## config.mk

```make
export PLATFORM = sky130hd
export DESIGN_NAME = vid_reference_sequencer
export DESIGN_NICKNAME = d
export VERILOG_FILES = /design/src/rtl/vid_seq_pkg.sv /design/src/rtl/vid_reference_sequencer.sv
export SDC_FILE = /design/constraint.sdc
export NUM_CORES = 1
export LEC_CHECK = 0
export ABC_AREA = 1
export ABC_CLOCK_PERIOD_IN_PS = 13000
export BUFFER_PORTS_ARGS = -buffer_cell sky130_fd_sc_hd__buf_2
export CAP_MARGIN = 20
export CORE_ASPECT_RATIO = 1.1
export CORE_MARGIN = 1
export CORE_UTILIZATION = 45
export CTS_BUF_LIST = sky130_fd_sc_hd__clkbuf_4
export CTS_CLUSTER_DIAMETER = 120
export DETAILED_ROUTE_END_ITERATION = 10
export PLACE_DENSITY = 0.66
export SYNTH_ARGS = -nofsm -noshare
export SYNTH_HDL_FRONTEND = slang
export SYNTH_SLANG_ARGS = --single-unit
```

## constraint.sdc

```tcl
create_clock -name hclk -period 13 [get_ports hclk]
set_clock_uncertainty 0.15 [all_clocks]
set_input_delay 1.3 -clock hclk [delete_from_list [all_inputs] [get_ports hclk]]
set_output_delay 1.3 -clock hclk [all_outputs]
set_load 0.03 [all_outputs]
```

## src/rtl/vid_seq_pkg.sv

```systemverilog
package vid_seq_pkg;

  // timing base
  localparam int unsigned CLK_HZ     = 100_000_000;
  localparam int unsigned FSW_HZ     = 150_000;
  // half period of the fine-range sampling clock (three times the switching rate)
  localparam logic [15:0] HALF_RESET = 16'(CLK_HZ / (FSW_HZ * 6));
  localparam logic [1:0]  COARSE_MUL = 2'h3;
  // soft start length in sampling clock periods
  localparam logic [11:0] SS_STEPS   = 12'h800;
  // ramp count at which the reference is taken to pass 0.6 V
  localparam logic [11:0] UV_AT_RESET = 12'h400;
  localparam logic [4:0]  NO_PROCESSOR_STATE_CODE = 5'h1F;

  // register byte offsets
  localparam logic [7:0] ADDR_HALF   = 8'h00;
  localparam logic [7:0] ADDR_UVCNT  = 8'h04;
  localparam logic [7:0] ADDR_STATUS = 8'h08;
  localparam logic [7:0] ADDR_RAMP   = 8'h0C;

  // status field positions
  localparam int unsigned ST_REF_LSB    = 0;
  localparam int unsigned ST_TGT_LSB    = 8;
  localparam int unsigned ST_STATE_LSB  = 16;
  localparam int unsigned ST_STEP_BIT   = 24;
  localparam int unsigned ST_FINE_BIT   = 25;

  typedef enum logic [5:0] {
    ST_OFF   = 6'h01,
    ST_NO_PROCESSOR_STATE = 6'h02,
    ST_SOFT  = 6'h04,
    ST_RUN   = 6'h08,
    ST_UVF   = 6'h10,
    ST_OVF   = 6'h20
  } seq_state_t;

endpackage

```

## src/rtl/vid_reference_sequencer.sv

```systemverilog
// The AHB-Lite slave port and the address map were left to the implementer.
module vid_reference_sequencer (
  input  wire logic        hclk,
  input  wire logic        hresetn,
  input  wire logic        hsel,
  input  wire logic [31:0] haddr,
  input  wire logic [1:0]  htrans,
  input  wire logic        hwrite,
  input  wire logic [2:0]  hsize,
  input  wire logic [31:0] hwdata,
  input  wire logic        hready,
  output logic      [31:0] hrdata,
  output logic             hreadyout,
  output logic             hresp,
  input  wire logic [5:0]  voltage_code,
  input  wire logic        dac_range_select,
  input  wire logic        output_enable_input,
  input  wire logic        logic_supply_ok,
  input  wire logic        driver_supply,
  input  wire logic        undervoltage_cmp,
  input  wire logic        overvoltage_cmp,
  input  wire logic        threshold_resistor,
  output logic [5:0]       reference_code,
  output logic [11:0]      soft_start_ramp,
  output logic             switching_on,
  output logic             lowside_crowbar,
  output logic             fault_output,
  output logic             soft_start_done,
  output logic             undervoltage_trip,
  output logic             overvoltage_trip,
  output logic             ovp_fixed_select,
  output logic             code_sampling_clock
);

  // ---------------- register bus ----------------
  logic [15:0] half_ff;
  logic [11:0] uvcnt_ff;
  logic        wr_pend_ff;
  logic [7:0]  wr_addr_ff;
  logic [31:0] rdata_ff;

  wire        addr_ph = hsel & hready & htrans[1];
  wire        rd_take = addr_ph & ~hwrite;
  wire        wr_take = addr_ph & hwrite;
  wire [7:0]  a_off   = haddr[7:0];

  // sequencer state
  vid_seq_pkg::seq_state_t state_ff;
  vid_seq_pkg::seq_state_t nxt_state;
  logic [5:0]  ref_ff;
  logic [5:0]  target_ff;
  logic [5:0]  cand_ff;
  logic        cand_valid_ff;
  logic        stepping_ff;
  logic        step_armed_ff;
  logic [5:0]  last_code_ff;
  logic [11:0] ss_cnt_ff;
  logic        uv_seen_ff;

  // status word read back by software
  wire [31:0] status_word = (32'(ref_ff) << vid_seq_pkg::ST_REF_LSB)
                          | (32'(target_ff) << vid_seq_pkg::ST_TGT_LSB)
                          | (32'(state_ff) << vid_seq_pkg::ST_STATE_LSB)
                          | (32'(stepping_ff) << vid_seq_pkg::ST_STEP_BIT)
                          | (32'(dac_range_select) << vid_seq_pkg::ST_FINE_BIT);

  // read data selected during the address phase, unmapped reads as zero
  wire [31:0] rd_sel =
    (a_off == vid_seq_pkg::ADDR_HALF)   ? {16'h0000, half_ff} :
    (a_off == vid_seq_pkg::ADDR_UVCNT)  ? {20'h00000, uvcnt_ff} :
    (a_off == vid_seq_pkg::ADDR_STATUS) ? status_word :
    (a_off == vid_seq_pkg::ADDR_RAMP)   ? {20'h00000, ss_cnt_ff} : 32'h00000000;

  wire wr_half  = wr_pend_ff & (wr_addr_ff == vid_seq_pkg::ADDR_HALF);
  wire wr_uvcnt = wr_pend_ff & (wr_addr_ff == vid_seq_pkg::ADDR_UVCNT);

  // address phase capture and read data
  always_ff @(posedge hclk or negedge hresetn)
  begin
    if (!hresetn)
    begin
      wr_pend_ff <= 1'b0;
      wr_addr_ff <= 8'h00;
      rdata_ff   <= 32'h00000000;
    end
    else
    begin
      wr_pend_ff <= wr_take;
      wr_addr_ff <= wr_take ? a_off : wr_addr_ff;
      rdata_ff   <= rd_take ? rd_sel : 32'h00000000;
    end
  end

  // writable configuration
  always_ff @(posedge hclk or negedge hresetn)
  begin
    if (!hresetn)
    begin
      half_ff  <= vid_seq_pkg::HALF_RESET;
      uvcnt_ff <= vid_seq_pkg::UV_AT_RESET;
    end
    else
    begin
      half_ff  <= wr_half ? hwdata[15:0] : half_ff;
      uvcnt_ff <= wr_uvcnt ? hwdata[11:0] : uvcnt_ff;
    end
  end

  assign hrdata    = rdata_ff;
  assign hreadyout = 1'b1;  // zero wait state, always OKAY
  assign hresp     = 1'b0;

  // ---------------- sampling clock ----------------
  logic [17:0] phase_cnt_ff;
  logic        sclk_ff;

  // half period in hclk cycles: 1x for fine range, 3x for coarse; zero taken as one
  wire [15:0] half_eff   = (half_ff == 16'h0000) ? 16'h0001 : half_ff;
  wire [17:0] half_limit = dac_range_select ? {2'b00, half_eff}
                                            : 18'(half_eff * vid_seq_pkg::COARSE_MUL);
  wire        ph_tick    = (phase_cnt_ff >= half_limit - 18'h00001);
  wire        rise_ev    = ph_tick & ~sclk_ff;
  wire        fall_ev    = ph_tick & sclk_ff;

  // phase counter and sampling clock level
  always_ff @(posedge hclk or negedge hresetn)
  begin
    if (!hresetn)
    begin
      phase_cnt_ff <= 18'h00000;
      sclk_ff      <= 1'b0;
    end
    else
    begin
      phase_cnt_ff <= ph_tick ? 18'h00000 : phase_cnt_ff + 18'h00001;
      sclk_ff      <= ph_tick ? ~sclk_ff : sclk_ff;
    end
  end

  assign code_sampling_clock = sclk_ff;

  // ---------------- state decisions ----------------
  function automatic logic is_no_processor_state(input logic [5:0] code);
    is_no_processor_state = (code[5:1] == vid_seq_pkg::NO_PROCESSOR_STATE_CODE);
  endfunction

  wire supplies_ok  = logic_supply_ok & driver_supply;
  wire code_no_processor_state   = is_no_processor_state(voltage_code);
  wire code_moved   = (voltage_code != last_code_ff);
  wire ss_finished  = (ss_cnt_ff == vid_seq_pkg::SS_STEPS);
  wire in_soft      = (state_ff == vid_seq_pkg::ST_SOFT);
  wire in_run       = (state_ff == vid_seq_pkg::ST_RUN);

  // protections: masked during a transition, UV late in soft start
  wire uv_active = (in_run & ~stepping_ff)
                 | (in_soft & (ss_cnt_ff >= uvcnt_ff));
  wire ov_active = (in_run & ~stepping_ff) | in_soft;
  wire uv_hit    = uv_active & undervoltage_cmp & uv_seen_ff;
  wire ov_hit    = ov_active & overvoltage_cmp;

  // code confirmation and stepping
  wire confirm   = fall_ev & cand_valid_ff & (voltage_code == cand_ff)
                 & (cand_ff != ref_ff);
  wire do_step   = rise_ev & step_armed_ff;
  wire [5:0] ref_up   = ref_ff + 6'h01;
  wire [5:0] ref_down = ref_ff - 6'h01;
  wire [5:0] ref_next = (target_ff > ref_ff) ? ref_up : ref_down;
  wire       reached  = do_step & (ref_next == target_ff);

  // next state
  always_comb
  begin
    nxt_state = state_ff;
    if (!supplies_ok || !output_enable_input)
    begin
      nxt_state = vid_seq_pkg::ST_OFF;
    end
    else
    begin
      case (state_ff)
        vid_seq_pkg::ST_OFF:
          nxt_state = code_no_processor_state ? vid_seq_pkg::ST_NO_PROCESSOR_STATE : vid_seq_pkg::ST_SOFT;
        vid_seq_pkg::ST_NO_PROCESSOR_STATE:
          if (code_moved && !code_no_processor_state)
          begin
            nxt_state = vid_seq_pkg::ST_SOFT;
          end
        vid_seq_pkg::ST_SOFT:
          if (ov_hit)
          begin
            nxt_state = vid_seq_pkg::ST_OVF;
          end
          else if (uv_hit)
          begin
            nxt_state = vid_seq_pkg::ST_UVF;
          end
          else if (code_no_processor_state)
          begin
            nxt_state = vid_seq_pkg::ST_NO_PROCESSOR_STATE;
          end
          else if (ss_finished)
          begin
            nxt_state = vid_seq_pkg::ST_RUN;
          end
        vid_seq_pkg::ST_RUN:
          if (ov_hit)
          begin
            nxt_state = vid_seq_pkg::ST_OVF;
          end
          else if (uv_hit)
          begin
            nxt_state = vid_seq_pkg::ST_UVF;
          end
          else if (code_no_processor_state)
          begin
            nxt_state = vid_seq_pkg::ST_NO_PROCESSOR_STATE;
          end
        default:
          nxt_state = state_ff;                                  // faults latch
      endcase
    end
  end

  // state register and edge/filter history
  always_ff @(posedge hclk or negedge hresetn)
  begin
    if (!hresetn)
    begin
      state_ff     <= vid_seq_pkg::ST_OFF;
      uv_seen_ff   <= 1'b0;
      last_code_ff <= 6'h00;
    end
    else
    begin
      state_ff     <= nxt_state;
      uv_seen_ff   <= uv_active & undervoltage_cmp;
      last_code_ff <= voltage_code;
    end
  end

  // soft start ramp counter, one count per sampling clock period
  always_ff @(posedge hclk or negedge hresetn)
  begin
    if (!hresetn)
    begin
      ss_cnt_ff <= 12'h000;
    end
    else if (nxt_state != vid_seq_pkg::ST_SOFT && nxt_state != vid_seq_pkg::ST_RUN)
    begin
      ss_cnt_ff <= 12'h000;
    end
    else if (in_soft && rise_ev && !ss_finished)
    begin
      ss_cnt_ff <= ss_cnt_ff + 12'h001;
    end
  end

  // transition tracking: sample, confirm, arm, step
  always_ff @(posedge hclk or negedge hresetn)
  begin
    if (!hresetn)
    begin
      ref_ff        <= 6'h00;
      target_ff     <= 6'h00;
      cand_ff       <= 6'h00;
      cand_valid_ff <= 1'b0;
      stepping_ff   <= 1'b0;
      step_armed_ff <= 1'b0;
    end
    else if (!in_run)
    begin
      // soft start aims straight at the present code
      ref_ff        <= voltage_code;
      target_ff     <= voltage_code;
      cand_valid_ff <= 1'b0;
      stepping_ff   <= 1'b0;
      step_armed_ff <= 1'b0;
    end
    else if (stepping_ff)
    begin
      // new codes ignored until the reference lands
      cand_valid_ff <= 1'b0;
      step_armed_ff <= ~reached;
      stepping_ff   <= ~reached;
      ref_ff        <= do_step ? ref_next : ref_ff;
    end
    else if (confirm)
    begin
      target_ff     <= cand_ff;
      stepping_ff   <= 1'b1;
      step_armed_ff <= 1'b1;
      cand_valid_ff <= 1'b0;
    end
    else if (rise_ev)
    begin
      cand_ff       <= voltage_code;
      cand_valid_ff <= 1'b1;
    end
  end

  // output flops: status flags decided from the next state, reference, ramp and OVP select registered copies
  wire nx_switch = (nxt_state == vid_seq_pkg::ST_SOFT) | (nxt_state == vid_seq_pkg::ST_RUN);
  wire nx_ovf    = (nxt_state == vid_seq_pkg::ST_OVF);
  wire nx_uvf    = (nxt_state == vid_seq_pkg::ST_UVF);

  logic switching_ff;
  logic crowbar_ff;
  logic fault_ff;
  logic done_ff;
  logic uvt_ff;
  logic ovt_ff;
  logic fixed_ff;
  logic [5:0]  refout_ff;
  logic [11:0] ramp_ff;

  always_ff @(posedge hclk or negedge hresetn)
  begin
    if (!hresetn)
    begin
      switching_ff <= 1'b0;
      crowbar_ff   <= 1'b0;
      fault_ff     <= 1'b0;
      done_ff      <= 1'b0;
      uvt_ff       <= 1'b0;
      ovt_ff       <= 1'b0;
      fixed_ff     <= 1'b0;
      refout_ff    <= 6'h00;
      ramp_ff      <= 12'h000;
    end
    else
    begin
      switching_ff <= nx_switch & supplies_ok;
      crowbar_ff   <= nx_ovf;
      fault_ff     <= nx_ovf | nx_uvf;
      done_ff      <= (nxt_state == vid_seq_pkg::ST_RUN);
      uvt_ff       <= nx_uvf;
      ovt_ff       <= nx_ovf;
      fixed_ff     <= threshold_resistor;
      refout_ff    <= ref_ff;
      ramp_ff      <= ss_cnt_ff;
    end
  end

  assign switching_on      = switching_ff;
  assign lowside_crowbar   = crowbar_ff;
  assign fault_output      = fault_ff;
  assign soft_start_done   = done_ff;
  assign undervoltage_trip = uvt_ff;
  assign overvoltage_trip  = ovt_ff;
  assign ovp_fixed_select  = fixed_ff;
  assign reference_code    = refout_ff;
  assign soft_start_ramp   = ramp_ff;

endmodule

```

-- Yosys cells after proc, flatten, opt, wreduce, memory -nomap -nowiden
Cells that the tools add are included.
- add/subtract/negate cells: 5
- multiply operators: 1
- divide/modulo/power cells: 0
- order comparisons: 3
- equal/unequal tests: 26
- shift-type cells: 0
- multiplexer cells: 38
- bitwise gates (word level): 33
- reduce and logical (&&, ||, !) cells: 16
- operators by type and width (kind ; count):
    $mux 26 ; 4
    $mux 6 ; 16
    $mux 12 ; 3
    $mux 18 ; 2
    $or 25x26->26 ; 1
    $or 22x25->25 ; 1
    $pmux 6 s4 ; 1
    $or 14x22->22 ; 1
    $and 1x1->1 ; 20
    $add 18x1->18 const B ; 1
    $ge 18x18->1 ; 1
    $mul 16x2->18 const B ; 1
    $sub 18x1->18 const B ; 1
    $eq 8x3->1 const B ; 2
    $eq 8x4->1 const B ; 2
    $logic_not 16->1 ; 1
    $logic_not 8->1 ; 2
    $mux 16 ; 1
    $or 6x14->14 ; 1
    $add 12x1->12 const B ; 1
    $eq 12x12->1 const B ; 1
    $eq 6x3->1 const B ; 2
    $eq 6x4->1 const B ; 2
    $eq 6x6->1 ; 2
    26 further kinds ; 52
- register bits: 152
- latch bits: 0
- RAM bits: 0
- bits in read-only memories: 0
- input bits: 87
- output and inout port bits: 60
- word-level logic and storage cells: 147
- memories: 0

-- Depth between registers and ports, before layout
- word-level depth: 13
- gate-level depth with buffers: 38
- depth with buffers taken out: 38

-- Least setup slack after synthesis
Ideal clock, no wire load.
- path type: input port to flip-flop
- start: input port dac_range_select
- end: register ss_cnt_ff[3]
- setup time: 0.124 ns
- data arrival time: 4.571 ns
- setup slack: 8.155 ns
- stages on the path: 26
- buffers on the path: 3
- cell sequence: clkbuf_2 > inv_1 > buf_2 > buf_2 > nand2_1 > xor2_1 > ha_1 > nand2_1 > inv_1 > nand2_1 > nor2_1 > nand3_1 > nand2_1 > inv_1 > ha_1 > nand2_1 > nor3_1 > nand3_1 > nand4_2 > nand2_1 > inv_1 > nand2_1 > inv_1 > nand2_1 > xor2_1 > nor2_4
- longest elaborated chain between the ends: 7
- RTL lines (item ; line ; RTL):
    start, declared ; vid_reference_sequencer.sv:16 ; input wire logic dac_range_select,
    $mux 18 ; vid_reference_sequencer.sv:119 ; wire [17:0] half_limit = dac_range_select ? {2'b00, half_eff}
    $sub 18x1->18 ; vid_reference_sequencer.sv:121 ; wire ph_tick = (phase_cnt_ff >= half_limit - 18'h00001);
    $ge 18x18->1 ; vid_reference_sequencer.sv:121 ;
    $and 1x1->1 ; vid_reference_sequencer.sv:122 ; wire rise_ev = ph_tick & ~sclk_ff;
    $logic_and 1x1->1 (2 in a row) ; vid_reference_sequencer.sv:252 ; else if (in_soft && rise_ev && !ss_finished)
    $reduce_bool 2->1 (no source line) ; n/a ;
    end signal, assigned ; vid_reference_sequencer.sv:254 ; ss_cnt_ff <= ss_cnt_ff + 12'h001;
    end, declared ; vid_reference_sequencer.sv:57 ; logic [11:0] ss_cnt_ff;
No other way between the ends.
A chain may end at the register's enable or synchronous reset.

-- Worst setup path in the final report
- start: register half_ff[7]
- end: register target_ff[2]
- longest elaborated chain between the ends: 12
- RTL lines (item ; line ; RTL):
    start, declared ; vid_reference_sequencer.sv:36 ; logic [15:0] half_ff;
    start signal, assigned ; vid_reference_sequencer.sv:99 ; half_ff <= vid_seq_pkg::HALF_RESET;
    start signal, assigned ; vid_reference_sequencer.sv:104 ; half_ff <= wr_half ? hwdata[15:0] : half_ff;
    $logic_not 16->1 ; vid_reference_sequencer.sv:118 ; wire [15:0] half_eff = (half_ff == 16'h0000) ? 16'h0001 : half_ff;
    $mux 16 (*) ; vid_reference_sequencer.sv:118 ;
    $mul 16x2->18 ; vid_reference_sequencer.sv:120 ; : 18'(half_eff * vid_seq_pkg::COARSE_MUL);
    $mux 18 (*) ; vid_reference_sequencer.sv:119 ;
    $sub 18x1->18 (*) ; vid_reference_sequencer.sv:121 ;
    $ge 18x18->1 (*) ; vid_reference_sequencer.sv:121 ;
    $and 1x1->1 (*) ; vid_reference_sequencer.sv:123 ; wire fall_ev = ph_tick & sclk_ff;
    $and 1x1->1 (*) (2 in a row) ; vid_reference_sequencer.sv:162 ; wire confirm = fall_ev & cand_valid_ff & (voltage_code == cand_ff)
    $and 1x1->1 (*) ; vid_reference_sequencer.sv:163 ; & (cand_ff != ref_ff);
    $ne 2x1->1 (no source line) (*) ; n/a ;
    $reduce_and 2->1 (no source line) (*) ; n/a ;
    end signal, assigned ; vid_reference_sequencer.sv:274 ; target_ff <= voltage_code;
    end signal, assigned ; vid_reference_sequencer.sv:289 ; target_ff <= cand_ff;
    end, declared ; vid_reference_sequencer.sv:51 ; logic [5:0] target_ff;
Every way passes the cells marked *; elsewhere a longest branch is shown, timed or not.

==> results.toml <==
[timing]
rsz0062_at_grt = "no"
slew-limit-headroom_pct = 38.72
worst_slack_ps = 6653
setup_tns_ps = 0
timing.fmax_ghz = 0.1575
worst_pin_slew_ps = 919.2
hold_viol_final = 0
slew_viol_final = 0
period_minus_slack_ps = 6347
setup_violations = 0
period_share_pct = 48.82

[placed_design]
placed_area_mm2 = 0.01029
place.gp.congestion = 0.9120
io_buffer_count = 92
dp_slack_ps = 6711
dp_hpwl_um = 18360

[flow_run]
drv_cap = 0

[power]
p_seq_share_pct = 38.8
p_leak_nw = 5.728
swShare_pct = 42.05
pwr-share-clk_pct = 20.4
internal_power_mw = 0.8486
power_frac_comb_pct = 40.7
p_per_area_mw_per_mm2 = 138.5
vdd_ir_drop_max_mv = 0.06020
switchingPower_mw = 0.6158

[global_routing]
antenna_found_initial = 2
grt_usage_pct = 23.23
grt_pass1_wl_um = 39900
first_global_vias = 8127
grt_overflow_total = 0
grt_max_degree = 98

[worst_setup_path]
cp-startpoint = "half_ff[7]"
arrival_ps = 6610
worstPathMaxFanout = 18
r2r-start = "half_ff[7]"
cp-start-kind = "register"
worstPathRequired_ps = 13260
crit_path_end_kind = "register"
crit_type = "reg -> reg"

[synthesis]
yosysSeqAreaShare_pct = 39.18
synth_area_leaders = "dfrtp_1, nand2_1, inv_1, ha_1, o21ai_0"
synth_cell_type_count = 52
syn_inst = 1268
yosys.area.top_type = "dfrtp_1"
async_flop_share_pct = 100.0
synth_edf_count = 0
synth_common_cells = "nand2_1, inv_1, dfrtp_1, nor2_1, o21ai_0"
syn_area_per_cell_um2 = 7.576
syn_area_mm2 = 0.009607
ys_ff_latch = 150
ys.warnings.count = 0
yosys.cell_count.top_type = "nand2_1"
synth_top_flop_cell = "dfrtp_1"
synth_top_area_share_pct = 36.99

[drt]
drt_iter0_drc = 539
wl_per_cell_um = 14.42
via_per_inst = 5.102
top_layer = "met4"
wirelength_um = 23880
drtPass1Iterations = 5
detailroute.via_count = 8449
route.detailed.drc = 0
postRouteAntennaNets = 0
drt-met1-wl_um = 10830
met3_length_um = 840
wl_met2_um = 11620

[finish]
finalInstanceArea_mm2 = 0.01058
area_growth_pct = 10.08
fill_cells = 2112
drive_above_1_share_pct = 12.78
nNetsFinal = 1512

[clock_network]
cts_tree = "done"
post_cts_buffers = 0
insertion_delay_ps = 590
path_clk_slew_ps = 140
cts_buffers = 17
ctsResizeCount = 0
cts_sinks = 150
h-tree-depth = 4
cts_max_path_buffers = 2
ctsHoldBuffers = 0
cts_root_buf = "clkbuf_4"

[die]
io_pins = 147
die_h_um = 155.2
start_util_pct = 46.23
core_area_mm2 = 0.02078
dieArea_mm2 = 0.02194
num_rows = 55
die_w_um = 141.3

[hold_path]
hold_path_class = "reg -> reg"
hold_path.startpoint = "ss_cnt_ff[4]"

[status]
status = "complete, no violations"
layout by cell type (no fill, tap or decap), drive strengths merged, types with 15 or more instances in the layout:
cell / synthesis / final
a211oi: 20 / 20
ha: 66 / 66
o22ai: 15 / 15
nor2: 115 / 115
dfrtp: 142 / 142
nand3: 71 / 71
buf: 16 / 94
nor3: 31 / 31
inv: 224 / 226
xor2: 27 / 27
nand2: 292 / 292
nand4: 28 / 28
o21ai: 89 / 89
clkbuf: 16 / 20
a21oi: 52 / 52
critical path, cell delays in order (launching register included):
cell,delay (ps)
dfrtp_1,450
inv_1,90
ha_1,160
nand2_1,50
nor2_1,160
nand4_2,420
nand2_1,230
inv_1,100
fa_1,460
nand3_1,80
nand3_1,190
xnor2_1,200
nand2_1,60
o21ai_1,330
nand2_1,110
nor2_1,100
nand2_1,100
nor2_1,180
nand2_1,80
xor2_1,200
ha_1,300
a21oi_1,150
o21ai_0,90
a21oi_1,170
nand4_2,500
a31oi_1,870
o21ai_0,190
cells by family after synthesis:
| family | synth area share (%) |
|---|---|
| buf+inv | 10.76 |
| xor+xnor | 3.517 |
| other cells | 0.07817 |
| fa+ha+maj | 9.013 |
| mux | 0.4688 |
| flops | 39.18 |
| simple gates | 25.49 |
| compound gates | 11.50 |
area by class of cell:
cell class | count | area [µm²] | area share, %
Clock inverter | 11 | 127.6 | 1.207
Timing Repair Buffer | 94 | 481.7 | 4.555
Antenna cell | 2 | 5.005 | 0.04733
Tap cell | 285 | 356.6 | 3.372
Inverter | 225 | 844.6 | 7.986
Multi-Input combinational cell | 869 | 4846 | 45.82
Clock buffer | 20 | 150.1 | 1.420
Sequential cell | 150 | 3764 | 35.59
power by group through the flow:
stage | clock, mW | sequential, mW | combinational [mW]
floorplan | 0 | 0.566 | 0.450
global placement | 0 | 0.575 | 0.580
detailed placement | 0 | 0.576 | 0.591
CTS | 0.307 | 0.568 | 0.596
global route | 0.327 | 0.576 | 0.693
finish | 0.299 | 0.569 | 0.596
through the flow:
stage	hold WS, ps	utilization [%]	instances	total power [mW]
after floorplan	227.5	-	1276	1.017
after global placement	252.8	49.52	1623	1.155
after detailed placement	256.5	49.52	1623	1.168
after CTS	296.7	50.86	1654	1.471
after global routing	310.6	50.89	1656	1.597
final	299.0	50.89	1656	1.464
sequential cells by signal, indices dropped and copies added, names as in the netlist, 6 cells and up:
register         flops
last_code_ff         6
target_ff            6
soft_start_ramp     12
wr_addr_ff           8
reference_code       6
hrdata              24
half_ff             16
cand_ff              6
ss_cnt_ff           12
ref_ff               6
phase_cnt_ff        18
state_ff             6
uvcnt_ff            12
final timing paths:
path	to	slack, ps	cells past startpoint
worst max-delay path	target_ff[2]	6650	26
worst min-delay path	soft_start_ramp[4]	300	0
worst max register to register	target_ff[2]	6650	26
worst min register to register	soft_start_ramp[4]	300	0
max in group asynchronous	reference_code[5]	10800	2
min in group asynchronous	half_ff[15]	650	1
routing by layer:
layer,vias to the layer above,GRT usage [%]
li1,4250,-
met1,3957,29.50
met2,202,40.15
met3,40,3.109
met4,0,8.799
met5,-,0
Power figures use the tool's default switching activity.
